### src/hdl/csd_pkg.sv
// Package for the chip-select decode and suspend/resume sequencer
package csd_pkg;
  localparam int unsigned CLK_HZ = 40_000_000;
  localparam int unsigned CODE_W = 5;
  localparam int unsigned NUM_SEL = 20;
  // Select indices; entry value is the bit position of that select within NUM_SEL
  localparam int unsigned SEL_FLOPPY = 0;
  localparam int unsigned SEL_FLOPPY_RATE = 1;
  localparam int unsigned SEL_FLOPPY_OUT = 2;
  localparam int unsigned SEL_CLOCK = 3;
  localparam int unsigned SEL_CLOCK_AE = 4;
  localparam int unsigned SEL_DRV_DEN_LO = 5;
  localparam int unsigned SEL_DRV_DEN_HI = 6;
  localparam int unsigned SEL_DRIVE0 = 7;
  localparam int unsigned SEL_DRIVE1 = 8;
  localparam int unsigned SEL_SERIAL_A = 9;
  localparam int unsigned SEL_SERIAL_B = 10;
  localparam int unsigned SEL_PARALLEL = 11;
  localparam int unsigned SEL_BOOT_ROM = 12;
  localparam int unsigned SEL_KBD = 13;
  localparam int unsigned SEL_COPROC = 14;
  localparam int unsigned SEL_PWR_W0 = 15;
  localparam int unsigned SEL_PWR_W1 = 16;
  localparam int unsigned SEL_PROG = 17;
  localparam int unsigned SEL_EXPMEM = 18;
  localparam int unsigned SEL_SUSPEND = 19;
  // Command code that starts a suspend
  localparam logic [7:0] SUSPEND_CODE = 8'h15;
  // Times as printed
  localparam int unsigned GAP_US = 60;
  localparam int unsigned LOW_US = 60;
  localparam int unsigned WARM_MIN_MS = 500;
  localparam int unsigned WARM_MAX_MS = 501;
  localparam int unsigned RESUME_MIN_US = 60;
  localparam int unsigned RESUME_MAX_US = 91;
  localparam int unsigned STROBE_MAX_NS = 35;
  // Cycle counts, least times rounded up
  localparam int unsigned GAP_CYC = (GAP_US * (CLK_HZ / 1_000_000));
  localparam int unsigned LOW_CYC = (LOW_US * (CLK_HZ / 1_000_000));
  localparam int unsigned WARM_CYC = (WARM_MIN_MS * (CLK_HZ / 1000));
  localparam int unsigned RESUME_CYC = (RESUME_MIN_US * (CLK_HZ / 1_000_000));
  localparam int unsigned CNT_W = 25;
  localparam logic [CNT_W-1:0] CNT_ZERO = 25'h0000000;
  // Reset value of the suspend clock line output
  localparam logic OSC_RST = 1'b1;

  typedef enum logic [2:0] {
    CSD_IDLE, CSD_GAP, CSD_LOW, CSD_SLEEP, CSD_WARM, CSD_RESUME
  } csd_phase_e;

  // Host-side decode inputs, sampled
  typedef struct packed {
    logic page_decode_high;
    logic page_decode_low;
    logic addr_bit_10;
    logic addr_bit_9;
    logic addr_bit_8;
    logic decode_qualifier;
    logic dma_ack_gate;
    logic io_write_n;
    logic addr_latch_en;
  } csd_bus_s;
endpackage

### src/hdl/csd_decode.sv
// Chip-select decoder with power-unit strobes and suspend/resume sequencer
`timescale 1ns/1ps
// Host pins cross into the clock through two flops, are decoded against
// the select map, and come out as one registered select at a time.
// A write of the suspend code on the suspend select starts the line
// sequence: gap, low gap, sleep, warm-up after a resume request, and a
// companion resume pulse. Timing is counted in clock cycles, so every
// figure carries up to one cycle of quantisation.
module csd_decode #(
  // Entry i (5 bits, top down) is the host code for select i; 0 = unused
  parameter logic [csd_pkg::NUM_SEL*5-1:0] SEL_MAP = {
    5'h01, // Floppy select
    5'h02, // Floppy rate load
    5'h03, // Floppy output load
    5'h04, // Clock select
    5'h05, // Clock address enable
    5'h06, // Drive data enable low
    5'h07, // Drive data enable high
    5'h08, // Drive select 0
    5'h09, // Drive select 1
    5'h0A, // Serial A
    5'h0B, // Serial B
    5'h0C, // Parallel
    5'h0D, // Boot ROM output enable
    5'h0E, // Keyboard controller
    5'h0F, // Coprocessor
    5'h10, // Power-unit write strobe 0
    5'h11, // Power-unit write strobe 1
    5'h12, // Programmable select
    5'h13, // Expanded memory
    5'h14  // Suspend command port
  },
  parameter int unsigned WARM_CYCLES = csd_pkg::WARM_CYC
) (
  input wire logic clk,
  input wire logic rst,
  input wire csd_pkg::csd_bus_s bus_in,
  input wire logic [7:0] data_in,
  input wire logic resume_req,
  output logic [csd_pkg::NUM_SEL-1:0] selects,
  output logic dma_terminal_count,
  output logic suspend_clock_line,
  output logic companion_select,
  output logic companion_resume
);
  // Top bit of the map; entry i sits 5*i bits below it
  localparam int unsigned MAP_TOP = csd_pkg::NUM_SEL * 5 - 1;

  typedef struct packed {
    csd_pkg::csd_bus_s s1;
    csd_pkg::csd_bus_s s2;
    logic [7:0] d1;
    logic [7:0] d2;
    logic [4:0] code_lat;
    logic [csd_pkg::NUM_SEL-1:0] sel;
    logic tc;
    logic osc;
    logic comp_sel;
    logic comp_res;
    csd_pkg::csd_phase_e phase;
    logic [csd_pkg::CNT_W-1:0] cnt;
  } csd_state_s;

  csd_state_s st_r;
  csd_state_s st_nxt;
  logic [4:0] code_now;
  logic [csd_pkg::NUM_SEL-1:0] hit;
  logic qual_ok;
  logic write_low;

  // Code formed from page lines and addr bits 10..8
  assign code_now = {st_r.s2.page_decode_high, st_r.s2.page_decode_low,
                     st_r.s2.addr_bit_10, st_r.s2.addr_bit_9,
                     st_r.s2.addr_bit_8};
  // Qualifier on, DMA gate off, else no address select
  assign qual_ok = st_r.s2.decode_qualifier & ~st_r.s2.dma_ack_gate;
  assign write_low = ~st_r.s2.io_write_n;

  // One compare per select against its table entry
  genvar gi;
  generate
    for (gi = 0; gi < csd_pkg::NUM_SEL; gi++) begin : g_map
      localparam int unsigned HI = MAP_TOP - gi * 5;
      assign hit[gi] = (SEL_MAP[HI -: 5] != 5'h00) &&
                       (SEL_MAP[HI -: 5] == code_now);
      // A live select always came from its own map code
      map_code_a: assert property (@(posedge clk) disable iff (rst)
        selects[gi] |-> $past(code_now) == SEL_MAP[HI -: 5])
        else $error("select from wrong code");
    end
  endgenerate

  // Next state. The decode runs on the second synchroniser stage, so the
  // selects trail the pins by three edges; the data byte rides through
  // the same two stages so that it lines up with the write strobe.
  always_comb begin
    st_nxt = st_r;
    // Two-flop synchroniser for host pins and command data
    st_nxt.s1 = bus_in;
    st_nxt.s2 = st_r.s1;
    st_nxt.d1 = data_in;
    st_nxt.d2 = st_r.d1;
    // Latch address on latch enable; the decode always uses the live code
    if (st_r.s2.addr_latch_en) begin
      st_nxt.code_lat = code_now;
    end
    // Lowest index wins so only one select is ever live
    st_nxt.sel = '0;
    if (qual_ok) begin
      for (int i = csd_pkg::NUM_SEL - 1; i >= 0; i--) begin
        if (hit[i]) begin
          st_nxt.sel = '0;
          st_nxt.sel[i] = 1'b1;
        end
      end
    end
    // Power strobes track the write strobe while decoded
    st_nxt.sel[csd_pkg::SEL_PWR_W0] = st_nxt.sel[csd_pkg::SEL_PWR_W0] &
                                     write_low;
    st_nxt.sel[csd_pkg::SEL_PWR_W1] = st_nxt.sel[csd_pkg::SEL_PWR_W1] &
                                     write_low;
    // Terminal count is the documented exception
    st_nxt.tc = st_r.s2.decode_qualifier & st_r.s2.dma_ack_gate;
    st_nxt.comp_res = 1'b0;
    case (st_r.phase)
      csd_pkg::CSD_IDLE: begin
        // Suspend write of code 15H seen on the suspend select
        if (st_nxt.sel[csd_pkg::SEL_SUSPEND] && write_low &&
            st_r.d2 == csd_pkg::SUSPEND_CODE) begin
          st_nxt.phase = csd_pkg::CSD_GAP;
          st_nxt.cnt = csd_pkg::CNT_ZERO;
          st_nxt.comp_sel = 1'b1;
        end
      end
      // First 60 us: line still high, counting the gap
      csd_pkg::CSD_GAP: begin
        st_nxt.cnt = st_r.cnt + 1'b1;
        if (st_r.cnt == csd_pkg::CNT_W'(csd_pkg::GAP_CYC - 1)) begin
          st_nxt.phase = csd_pkg::CSD_LOW;
          st_nxt.osc = 1'b0;
          st_nxt.cnt = csd_pkg::CNT_ZERO;
        end
      end
      // Low gap; the line then stays low through sleep
      csd_pkg::CSD_LOW: begin
        st_nxt.cnt = st_r.cnt + 1'b1;
        if (st_r.cnt == csd_pkg::CNT_W'(csd_pkg::LOW_CYC - 1)) begin
          st_nxt.phase = csd_pkg::CSD_SLEEP;
          st_nxt.cnt = csd_pkg::CNT_ZERO;
        end
      end
      // Asleep until the resume request arrives
      csd_pkg::CSD_SLEEP: begin
        if (resume_req) begin
          st_nxt.phase = csd_pkg::CSD_WARM;
          st_nxt.cnt = csd_pkg::CNT_ZERO;
        end
      end
      csd_pkg::CSD_WARM: begin
        // Line held until crystal is warm
        st_nxt.cnt = st_r.cnt + 1'b1;
        if (st_r.cnt == csd_pkg::CNT_W'(WARM_CYCLES - 1)) begin
          st_nxt.osc = 1'b1;
          st_nxt.comp_sel = 1'b0;
          st_nxt.phase = csd_pkg::CSD_RESUME;
          st_nxt.cnt = csd_pkg::CNT_ZERO;
        end
      end
      // Companion waits the minimum resume delay, then gets one pulse
      csd_pkg::CSD_RESUME: begin
        st_nxt.cnt = st_r.cnt + 1'b1;
        if (st_r.cnt == csd_pkg::CNT_W'(csd_pkg::RESUME_CYC - 1)) begin
          st_nxt.comp_res = 1'b1;
          st_nxt.phase = csd_pkg::CSD_IDLE;
        end
      end
      // Unused encodings fall back to idle
      default: st_nxt.phase = csd_pkg::CSD_IDLE;
    endcase
  end

  // Single state register, synchronous reset
  always_ff @(posedge clk) begin
    if (rst) begin
      st_r <= '0;
      st_r.osc <= csd_pkg::OSC_RST;
      st_r.phase <= csd_pkg::CSD_IDLE;
    end else begin
      st_r <= st_nxt;
    end
  end

  // Every output comes straight from a flop, so no decode glitch escapes
  assign selects = st_r.sel;
  assign dma_terminal_count = st_r.tc;
  assign suspend_clock_line = st_r.osc;
  assign companion_select = st_r.comp_sel;
  assign companion_resume = st_r.comp_res;

  // Assertions on the decode side
  // Priority pick leaves at most one select live
  one_select_a: assert property (@(posedge clk) disable iff (rst)
    $onehot0(selects)) else $error("two selects live");

  // Qualifier low clears every select one edge later
  qual_gate_a: assert property (@(posedge clk) disable iff (rst)
    !st_r.s2.decode_qualifier |=> selects == '0)
    else $error("select without qualifier");

  // DMA gate blocks every address select
  dma_gate_a: assert property (@(posedge clk) disable iff (rst)
    st_r.s2.dma_ack_gate |=> selects == '0)
    else $error("select during dma gate");

  // Terminal count and selects never overlap
  tc_alone_a: assert property (@(posedge clk) disable iff (rst)
    dma_terminal_count |-> selects == '0)
    else $error("select beside terminal count");

  // Terminal count follows gate and qualifier
  tc_follow_a: assert property (@(posedge clk) disable iff (rst)
    (st_r.s2.dma_ack_gate && st_r.s2.decode_qualifier)
      |=> dma_terminal_count) else $error("terminal count missing");

  // Terminal count drops as soon as either input does
  tc_clear_a: assert property (@(posedge clk) disable iff (rst)
    !(st_r.s2.dma_ack_gate && st_r.s2.decode_qualifier)
      |=> !dma_terminal_count) else $error("terminal count stuck");

  // Power strobes only while the write strobe is low
  pwr_strobe_a: assert property (@(posedge clk) disable iff (rst)
    selects[csd_pkg::SEL_PWR_W0] |-> $past(write_low))
    else $error("power strobe without write");

  pwr1_strobe_a: assert property (@(posedge clk) disable iff (rst)
    selects[csd_pkg::SEL_PWR_W1] |-> $past(write_low))
    else $error("power strobe 1 without write");

  // Write strobe high ends both power strobes at the next edge
  pwr_drop_a: assert property (@(posedge clk) disable iff (rst)
    !write_low |=> !selects[csd_pkg::SEL_PWR_W0] &&
      !selects[csd_pkg::SEL_PWR_W1]) else $error("power strobe stuck");

  // Latched code only moves on a latch enable
  latch_hold_a: assert property (@(posedge clk) disable iff (rst)
    !st_r.s2.addr_latch_en |=> $stable(st_r.code_lat))
    else $error("latched code moved");

  // Companion select rises only when a suspend starts
  comp_rise_a: assert property (@(posedge clk) disable iff (rst)
    $rose(companion_select) |-> st_r.phase == csd_pkg::CSD_GAP)
    else $error("companion select without suspend");

  // Assertions on the suspend and resume sequence
  // The line only falls when the low gap begins
  osc_low_a: assert property (@(posedge clk) disable iff (rst)
    $fell(suspend_clock_line) |-> st_r.phase == csd_pkg::CSD_LOW)
    else $error("line low outside gap");

  // End of the gap count takes the line low
  gap_len_a: assert property (@(posedge clk) disable iff (rst)
    (st_r.phase == csd_pkg::CSD_GAP &&
     st_r.cnt == csd_pkg::CNT_W'(csd_pkg::GAP_CYC - 1))
      |=> !suspend_clock_line) else $error("gap length wrong");

  // Line stays low through the low gap and sleep
  low_hold_a: assert property (@(posedge clk) disable iff (rst)
    (st_r.phase == csd_pkg::CSD_LOW || st_r.phase == csd_pkg::CSD_SLEEP)
      |-> !suspend_clock_line) else $error("line high while asleep");

  // Line is high whenever the sequencer is idle
  line_idle_a: assert property (@(posedge clk) disable iff (rst)
    st_r.phase == csd_pkg::CSD_IDLE |-> suspend_clock_line)
    else $error("line low while idle");

  // Sleep holds until a resume request
  sleep_wait_a: assert property (@(posedge clk) disable iff (rst)
    (st_r.phase == csd_pkg::CSD_SLEEP && !resume_req)
      |=> st_r.phase == csd_pkg::CSD_SLEEP) else $error("woke unasked");

  // Warm-up keeps the line low and the companion selected
  warm_hold_a: assert property (@(posedge clk) disable iff (rst)
    st_r.phase == csd_pkg::CSD_WARM |-> !suspend_clock_line &&
      companion_select) else $error("warm-up cut short");

  // Line returns high only at the end of warm-up
  osc_rise_a: assert property (@(posedge clk) disable iff (rst)
    $rose(suspend_clock_line) |-> st_r.phase == csd_pkg::CSD_RESUME)
    else $error("line rose early");

  // Companion select drops at the end of warm-up
  comp_drop_a: assert property (@(posedge clk) disable iff (rst)
    $fell(companion_select) |-> st_r.phase == csd_pkg::CSD_RESUME)
    else $error("companion select dropped early");

  // Resume pulse comes only after the select is gone
  resume_seq_a: assert property (@(posedge clk) disable iff (rst)
    companion_resume |-> !companion_select)
    else $error("resume while selected");

  // Resume pulse leaves the sequencer idle with the line high
  resume_idle_a: assert property (@(posedge clk) disable iff (rst)
    companion_resume |-> st_r.phase == csd_pkg::CSD_IDLE &&
      suspend_clock_line) else $error("resume pulse out of place");

  // Main scenarios reached
  cv_select: cover property (@(posedge clk) selects != '0);
  cv_strobe: cover property (@(posedge clk) selects[csd_pkg::SEL_PWR_W1]);
  cv_tc: cover property (@(posedge clk) dma_terminal_count);
  cv_low: cover property (@(posedge clk) $fell(suspend_clock_line));
  cv_resume: cover property (@(posedge clk) companion_resume);
endmodule

### config.mk
export PLATFORM = sky130hd
export DESIGN_NAME = csd_decode
export DESIGN_NICKNAME = d
export VERILOG_FILES = /design/src/hdl/csd_pkg.sv /design/src/hdl/csd_decode.sv
export SDC_FILE = /design/constraint.sdc
export NUM_CORES = 1
export LEC_CHECK = 0
export CAP_MARGIN = 15
export CORE_MARGIN = 2
export CORE_UTILIZATION = 40
export DETAILED_ROUTE_END_ITERATION = 10
export DONT_BUFFER_PORTS = 1
export PLACE_DENSITY = 0.58
export SLEW_MARGIN = 20
export SYNTH_ARGS = -nofsm -noshare
export SYNTH_HDL_FRONTEND = slang
export SYNTH_SLANG_ARGS = --single-unit
### constraint.sdc
create_clock -name clk -period 4.3 [get_ports clk]
set_input_delay 0.215 -clock clk [delete_from_list [all_inputs] [get_ports clk]]
set_output_delay 0.215 -clock clk [all_outputs]
set_load 0.05 [all_outputs]
# Word level (Yosys, flattened, before mapping)
# Cells that the tools add are included.
[op_classes]
reduce_logical = 28
bitwise = 8
eq_ne = 34
addsub = 1
muxes = 34
[op_table]
columns = ["operator", "n"]
rows = [
  ["20-bit 2-to-1 mux", 21],
  ["25-bit one-hot mux with 6 select lines", 1],
  ["28-bit 2-to-1 mux", 5],
  ["4-bit by 5-bit equality test with 1-bit output, first input constant", 8],
  ["25-bit by 1-bit adder with 25-bit output, second input constant", 1],
  ["25-bit by 12-bit equality test with 1-bit output, second input constant", 1],
  ["25-bit equality test, second input constant", 1],
  ["5-bit equality test, first input constant", 5],
  ["3-bit by 5-bit equality test with 1-bit output, first input constant", 4],
  ["20-bit OR reduction", 1],
  ["19-bit OR reduction", 1],
  ["3-bit one-hot mux with 6 select lines", 1],
  ["16-bit OR reduction", 1],
  ["15-bit OR reduction", 1],
  ["14-bit OR reduction", 1],
  ["13-bit OR reduction", 1],
  ["2-bit inequality test, second input constant", 6],
  ["12-bit OR reduction", 1],
  ["11-bit OR reduction", 1],
  ["2-bit by 5-bit equality test with 1-bit output, first input constant", 2],
  ["10-bit OR reduction", 1],
  ["3-bit AND reduction", 3],
  ["9-bit OR reduction", 1],
  ["8-bit by 5-bit equality test with 1-bit output, second input constant", 1],
  ["other kinds (22)", 35],
]
[word_totals]
regBits = 84
output_inout_bits = 24
inputBits = 20
wordCells = 147

# Longest topological paths before layout
[logic_depth]
word_depth = 26
depth_mapped = 8

# Least setup slack after synthesis
# OpenSTA, ideal clock, no wires.
[synth_timing]
kind = "reg-to-reg"
from = "reg st_r[0] (netlist name)"
to = "reg st_r[22] (netlist name)"
arrival_ns = 1.983
required_time_ns = 4.238
setup_slack_ns = 2.255
setup_ns = 0.062
stages_incl_launch_ff = 8
path_buffers = 0
synth_period_minus_slack_ns = 2.045
cell_sequence = "dfxtp_1 ha_1 and4_2 nand4_2 o211ai_2 a31oi_2 or3b_2 nand3_1"
[synth_via]
elab_chain_len = 3
[synth_lines]
columns = ["element", "line", "text"]
rows = [
  ["start: declaration", "csd_decode.sv:64", "csd_state_s st_r;"],
  ["start signal: assignment", "csd_decode.sv:189", "st_r <= st_nxt;"],
  ["25-bit by 1-bit adder with 25-bit output (tied with other cells)", "-", ""],
  ["28-bit 2-to-1 mux, on equally long branches", "csd_decode.sv:162, csd_decode.sv:138, csd_decode.sv:147", ""],
  ["25-bit one-hot mux with 6 select lines (*)", "csd_decode.sv:125", "case (st_r.phase)"],
]
# Every way passes the cells marked *; elsewhere a longest branch is shown, timed or not. The select of a mux whose other input is x is not followed.
# A chain may end at the register's enable or synchronous reset.

# Worst setup path after layout
[layout_timing]
from = "reg st_r[0] (netlist name)"
to = "reg st_r[16] (netlist name)"
# The elaborated chain is that of the path after synthesis.

==> flow_results.xml <==
<?xml version="1.0" encoding="UTF-8"?>
<metrics>
  <group name="clock_tree">
    <metric name="cts_max_level" unit="">3</metric>
    <metric name="worst_skew_late_latency" unit="ns">0.36</metric>
    <metric name="clock-root-buffer" unit="">sky130_fd_sc_hd__clkbuf_8</metric>
    <metric name="clock_tree_from_tritoncts" unit="">done</metric>
    <metric name="postCtsSetupBuffers" unit="">0</metric>
    <metric name="cts.sink_count" unit="">84</metric>
    <metric name="cts.path.max_buffers" unit="">2</metric>
    <metric name="cts.clk_slew.worst_paths" unit="ns">0.10</metric>
    <metric name="cts-buffers-inserted" unit="">9</metric>
  </group>
  <group name="route">
    <metric name="detail-route-antenna-nets" unit="">0</metric>
    <metric name="dr.first_iter.drc_count" unit="">59</metric>
    <metric name="drcViolationCount" unit="">0</metric>
    <metric name="total_detailed_routing_wirelength" unit="um">5970</metric>
    <metric name="route.detailed.vias_per_inst" unit="">4.99</metric>
    <metric name="drt_pre_antenna_iters" unit="">4</metric>
    <metric name="wire_per_inst" unit="um">12.7</metric>
    <metric name="routed-via-count" unit="">2356</metric>
  </group>
  <group name="critical_path">
    <metric name="r2r-end" unit="">st_r[16]$_SDFFE_PP0P_</metric>
    <metric name="critPathMaxStageDelay" unit="ns">0.61</metric>
    <metric name="reg2reg_slack" unit="ns">1.78</metric>
    <metric name="critical_path_arrival" unit="ns">2.82</metric>
    <metric name="worstSetupEndpointType" unit="">flop</metric>
    <metric name="crit_chain" unit="">ha_1, and4_2, nand4_2, o211ai_2, a31oi_2, buf_4, a21oi_1, mux2i_1</metric>
    <metric name="worst-r2r-cell-count" unit="">8</metric>
    <metric name="setup.worst_path.start_class" unit="">flop</metric>
    <metric name="crit_path_top_delay_cell" unit="">sky130_fd_sc_hd__a31oi_2</metric>
    <metric name="worst-setup-path-type" unit="">flop to flop</metric>
    <metric name="critical_path_peak_fanout" unit="">14</metric>
    <metric name="startpoint" unit="">st_r[0]$_SDFFE_PP0P_</metric>
    <metric name="worst_r2r_startpoint" unit="">st_r[0]$_SDFFE_PP0P_</metric>
    <metric name="critPathRequiredTime" unit="ns">4.59</metric>
  </group>
  <group name="timing">
    <metric name="slew_at_the_pin_closest_to_its_max_slew_limit" unit="ns">1.01</metric>
    <metric name="setup_total_negative_slack" unit="ns">0</metric>
    <metric name="rsz_0062_raised_after_global_routing" unit="">no</metric>
    <metric name="hold_slack" unit="ns">0.0282</metric>
    <metric name="final_hold_viol_count" unit="">0</metric>
    <metric name="fmaxAchievable" unit="GHz">0.396</metric>
    <metric name="final_max_slew_viol_count" unit="">0</metric>
    <metric name="report.final.setup_viol" unit="">0</metric>
    <metric name="layout_worst_path_cycle_share" unit="%">58.7</metric>
    <metric name="min_period" unit="ns">2.52</metric>
    <metric name="skew" unit="ns">0.0144</metric>
    <metric name="max-slew-margin-rel" unit="%">32.6</metric>
  </group>
  <group name="worst_hold_path">
    <metric name="worst_hold_path_startpoint" unit="">bus_in[3]</metric>
    <metric name="worstHoldPathCells" unit="">1</metric>
    <metric name="holdPathEnd" unit="">st_nxt[76]$_SDFF_PP0_</metric>
    <metric name="class_of_the_most_critical_hold_timing_path" unit="">input pin to flop</metric>
  </group>
  <group name="power_and_ir_drop">
    <metric name="peakVddDrop" unit="uV">147</metric>
    <metric name="power.density" unit="nW/um2">383</metric>
    <metric name="post-layout-total-power" unit="uW">1410</metric>
    <metric name="power.static_leakage" unit="uW">0.00126</metric>
  </group>
  <group name="layout">
    <metric name="nNetsFinal" unit="">383</metric>
    <metric name="drive_above_1_share" unit="%">10.1</metric>
    <metric name="most-common-layout-cells" unit="">84 x sky130_fd_sc_hd__dfxtp_1, 40 x sky130_fd_sc_hd__nor2_1, 39 x sky130_fd_sc_hd__nand2_1</metric>
    <metric name="area.growth.synth_to_final" unit="%">7.47</metric>
    <metric name="layout_commonest_cell" unit="">sky130_fd_sc_hd__dfxtp_1</metric>
    <metric name="final_core_utilization" unit="%">44.5</metric>
    <metric name="area_of_all_placed_cells_without_fillers" unit="um2">3670</metric>
    <metric name="diodes_inserted" unit="">0</metric>
  </group>
  <group name="die">
    <metric name="height_of_the_die" unit="um">96.4</metric>
    <metric name="design.die.area" unit="um2">9290</metric>
    <metric name="placement_rows" unit="">33</metric>
    <metric name="number_of_primary_i_o_pins" unit="">44</metric>
    <metric name="dieWidth" unit="um">96.4</metric>
    <metric name="initial_core_util" unit="%">41.4</metric>
    <metric name="core_area" unit="um2">8260</metric>
  </group>
  <group name="place">
    <metric name="post_detailed_placement_cell_area" unit="um2">3300</metric>
    <metric name="dp.final_hpwl" unit="um">3910</metric>
    <metric name="place.gp.congestion" unit="">0.774</metric>
    <metric name="buffer_ports.inserted" unit="">0</metric>
  </group>
  <group name="yosys">
    <metric name="synth.top_cells.by_area" unit="">sky130_fd_sc_hd__dfxtp_1 49%, sky130_fd_sc_hd__nor2b_1 6.2%, sky130_fd_sc_hd__buf_4 4.4%</metric>
    <metric name="synth.largest_area_cell" unit="">sky130_fd_sc_hd__dfxtp_1</metric>
    <metric name="synth_area_per_inst" unit="um2">9.23</metric>
    <metric name="synth.ff_latch_count" unit="">84</metric>
    <metric name="netlist-cell-type-count" unit="">57</metric>
    <metric name="synth_top_flop_cell" unit="">sky130_fd_sc_hd__dfxtp_1</metric>
    <metric name="synth_area" unit="um2">3420</metric>
    <metric name="yosys_synthesis_warning_count" unit="">0</metric>
    <metric name="async_flop_share" unit="%">0</metric>
    <metric name="synth_fp_nets" unit="">391</metric>
    <metric name="count_of_flip_flops_with_a_built_in_enable_after_synthesis" unit="">0</metric>
    <metric name="netlist_instances" unit="">370</metric>
    <metric name="yosysSeqAreaShare" unit="%">49.2</metric>
    <metric name="yosysTopAreaCellShare" unit="%">49.2</metric>
  </group>
  <group name="grt">
    <metric name="first_global_vias" unit="">2145</metric>
    <metric name="grt_antenna_before_repair" unit="">0</metric>
    <metric name="grt_pass1_wl" unit="um">10100</metric>
    <metric name="globalRouteOverflowTotal" unit="">0</metric>
    <metric name="grt_start_max_net_pins" unit="">43</metric>
    <metric name="gr-usage-all-layers" unit="%">14.0</metric>
  </group>
  <group name="job">
    <metric name="maxCapViolations" unit="">0</metric>
  </group>
  <group name="outcome">
    <metric name="status" unit="">finished clean</metric>
  </group>
</metrics>
==> cell families after synthesis <==
kind of cell,share of synthesized area [%]
flip-flops,49.2
adder cells (fa/ha/maj),0.366
AO/OA/AOI/OAI,8.54
AND/OR/NAND/NOR,29.8
XOR/XNOR,1.54
buffers and inverters,8.13
multiplexers,2.42
==> report_power, final <==
part,internal [uW],leakage [uW],total (uW),switching [uW]
registers,792,0.000684,803,10.8
logic,24.8,0.000477,43.7,18.9
clock network,231,0.000102,559,328
total,1050,0.00126,1410,358
==> layer usage <==
metal	wire (um)	track usage, %	share of wire, %
met5	0	0	0
met4	71	4.58	1.2
met3	297	4.42	5.0
met2	2570	22.3	43
met1	3040	18.1	51
==> flip-flops by register name (all words and copies together), names as in the netlist <==
signal	count
st_nxt	16
suspend_clock_line	1
st_r	39
dma_terminal_count	1
selects	20
companion_select	1
companion_resume	1
code_now	5
==> metrics by stage <==
stage / setup slack (ns) / cells
finish: 1.78 / 472
floorplan: 2.25 / 370
CTS: 1.77 / 472
detailed placement: 1.82 / 440
global route: 1.55 / 472
global placement: 1.85 / 440
==> synthesized netlist by cell type, drive strengths merged (2+ instances only) <==
| library cell | n |
|---|---|
| or3b | 3 |
| or3 | 2 |
| a21o | 2 |
| and3 | 2 |
| and4 | 3 |
| o21ai | 10 |
| or2 | 2 |
| nor4b | 4 |
| xor2 | 4 |
| mux2i | 6 |
| xnor2 | 2 |
| a22o | 2 |
| nor2 | 41 |
| inv | 6 |
| nand4b | 3 |
| a31oi | 2 |
| nand2 | 39 |
| nor2b | 34 |
| o311ai | 4 |
| buf | 24 |
| nand3b | 3 |
| dfxtp | 84 |
| a21oi | 12 |
| nand3 | 25 |
| clkbuf | 12 |
| nor3 | 5 |
| nand2b | 4 |
| nor4 | 6 |
| or4 | 2 |
| nand4 | 7 |
==> cell type report <==
cell class,instances,area [um2]
Clock buffer,9,124
Clock inverter,7,73.8
Fill cell,801,4590
Inverter,6,22.5
Multi-Input combinational cell,244,1460
Sequential cell,84,1680
Tap cell,105,131
Timing Repair Buffer,17,178
==> critical path, delay by kind of cell, from the launching register on <==
kind            cells  cell delay (ns)
compound gates      3             0.83
fa+ha+maj           1             0.26
buf+inv             1             0.32
flops               1             0.37
mux                 1             0.17
simple gates        2             0.50
==> how the worst max path moves through the flow <==
stage,to,slack (ns),cells after the start
3_3_place_gp,st_r[22]$_SDFFE_PP0P_,1.85,7
3_5_place_dp,st_r[16]$_SDFFE_PP0P_,1.82,8
6_report,st_r[16]$_SDFFE_PP0P_,1.78,8
4_1_cts,st_r[11]$_SDFFE_PP0P_,1.77,8
2_1_floorplan,st_r[22]$_SDFFE_PP0P_,2.25,7
5_1_grt,st_r[16]$_SDFFE_PP0P_,1.55,8
==> what timing repair did <==
action / 4_1_cts / 5_1_grt
gates resized for setup: 0 / 0
hold buffers: 16 / 0
hold endpoints to repair: 42 / 0
Note: power is estimated with default switching activity, not from simulation.
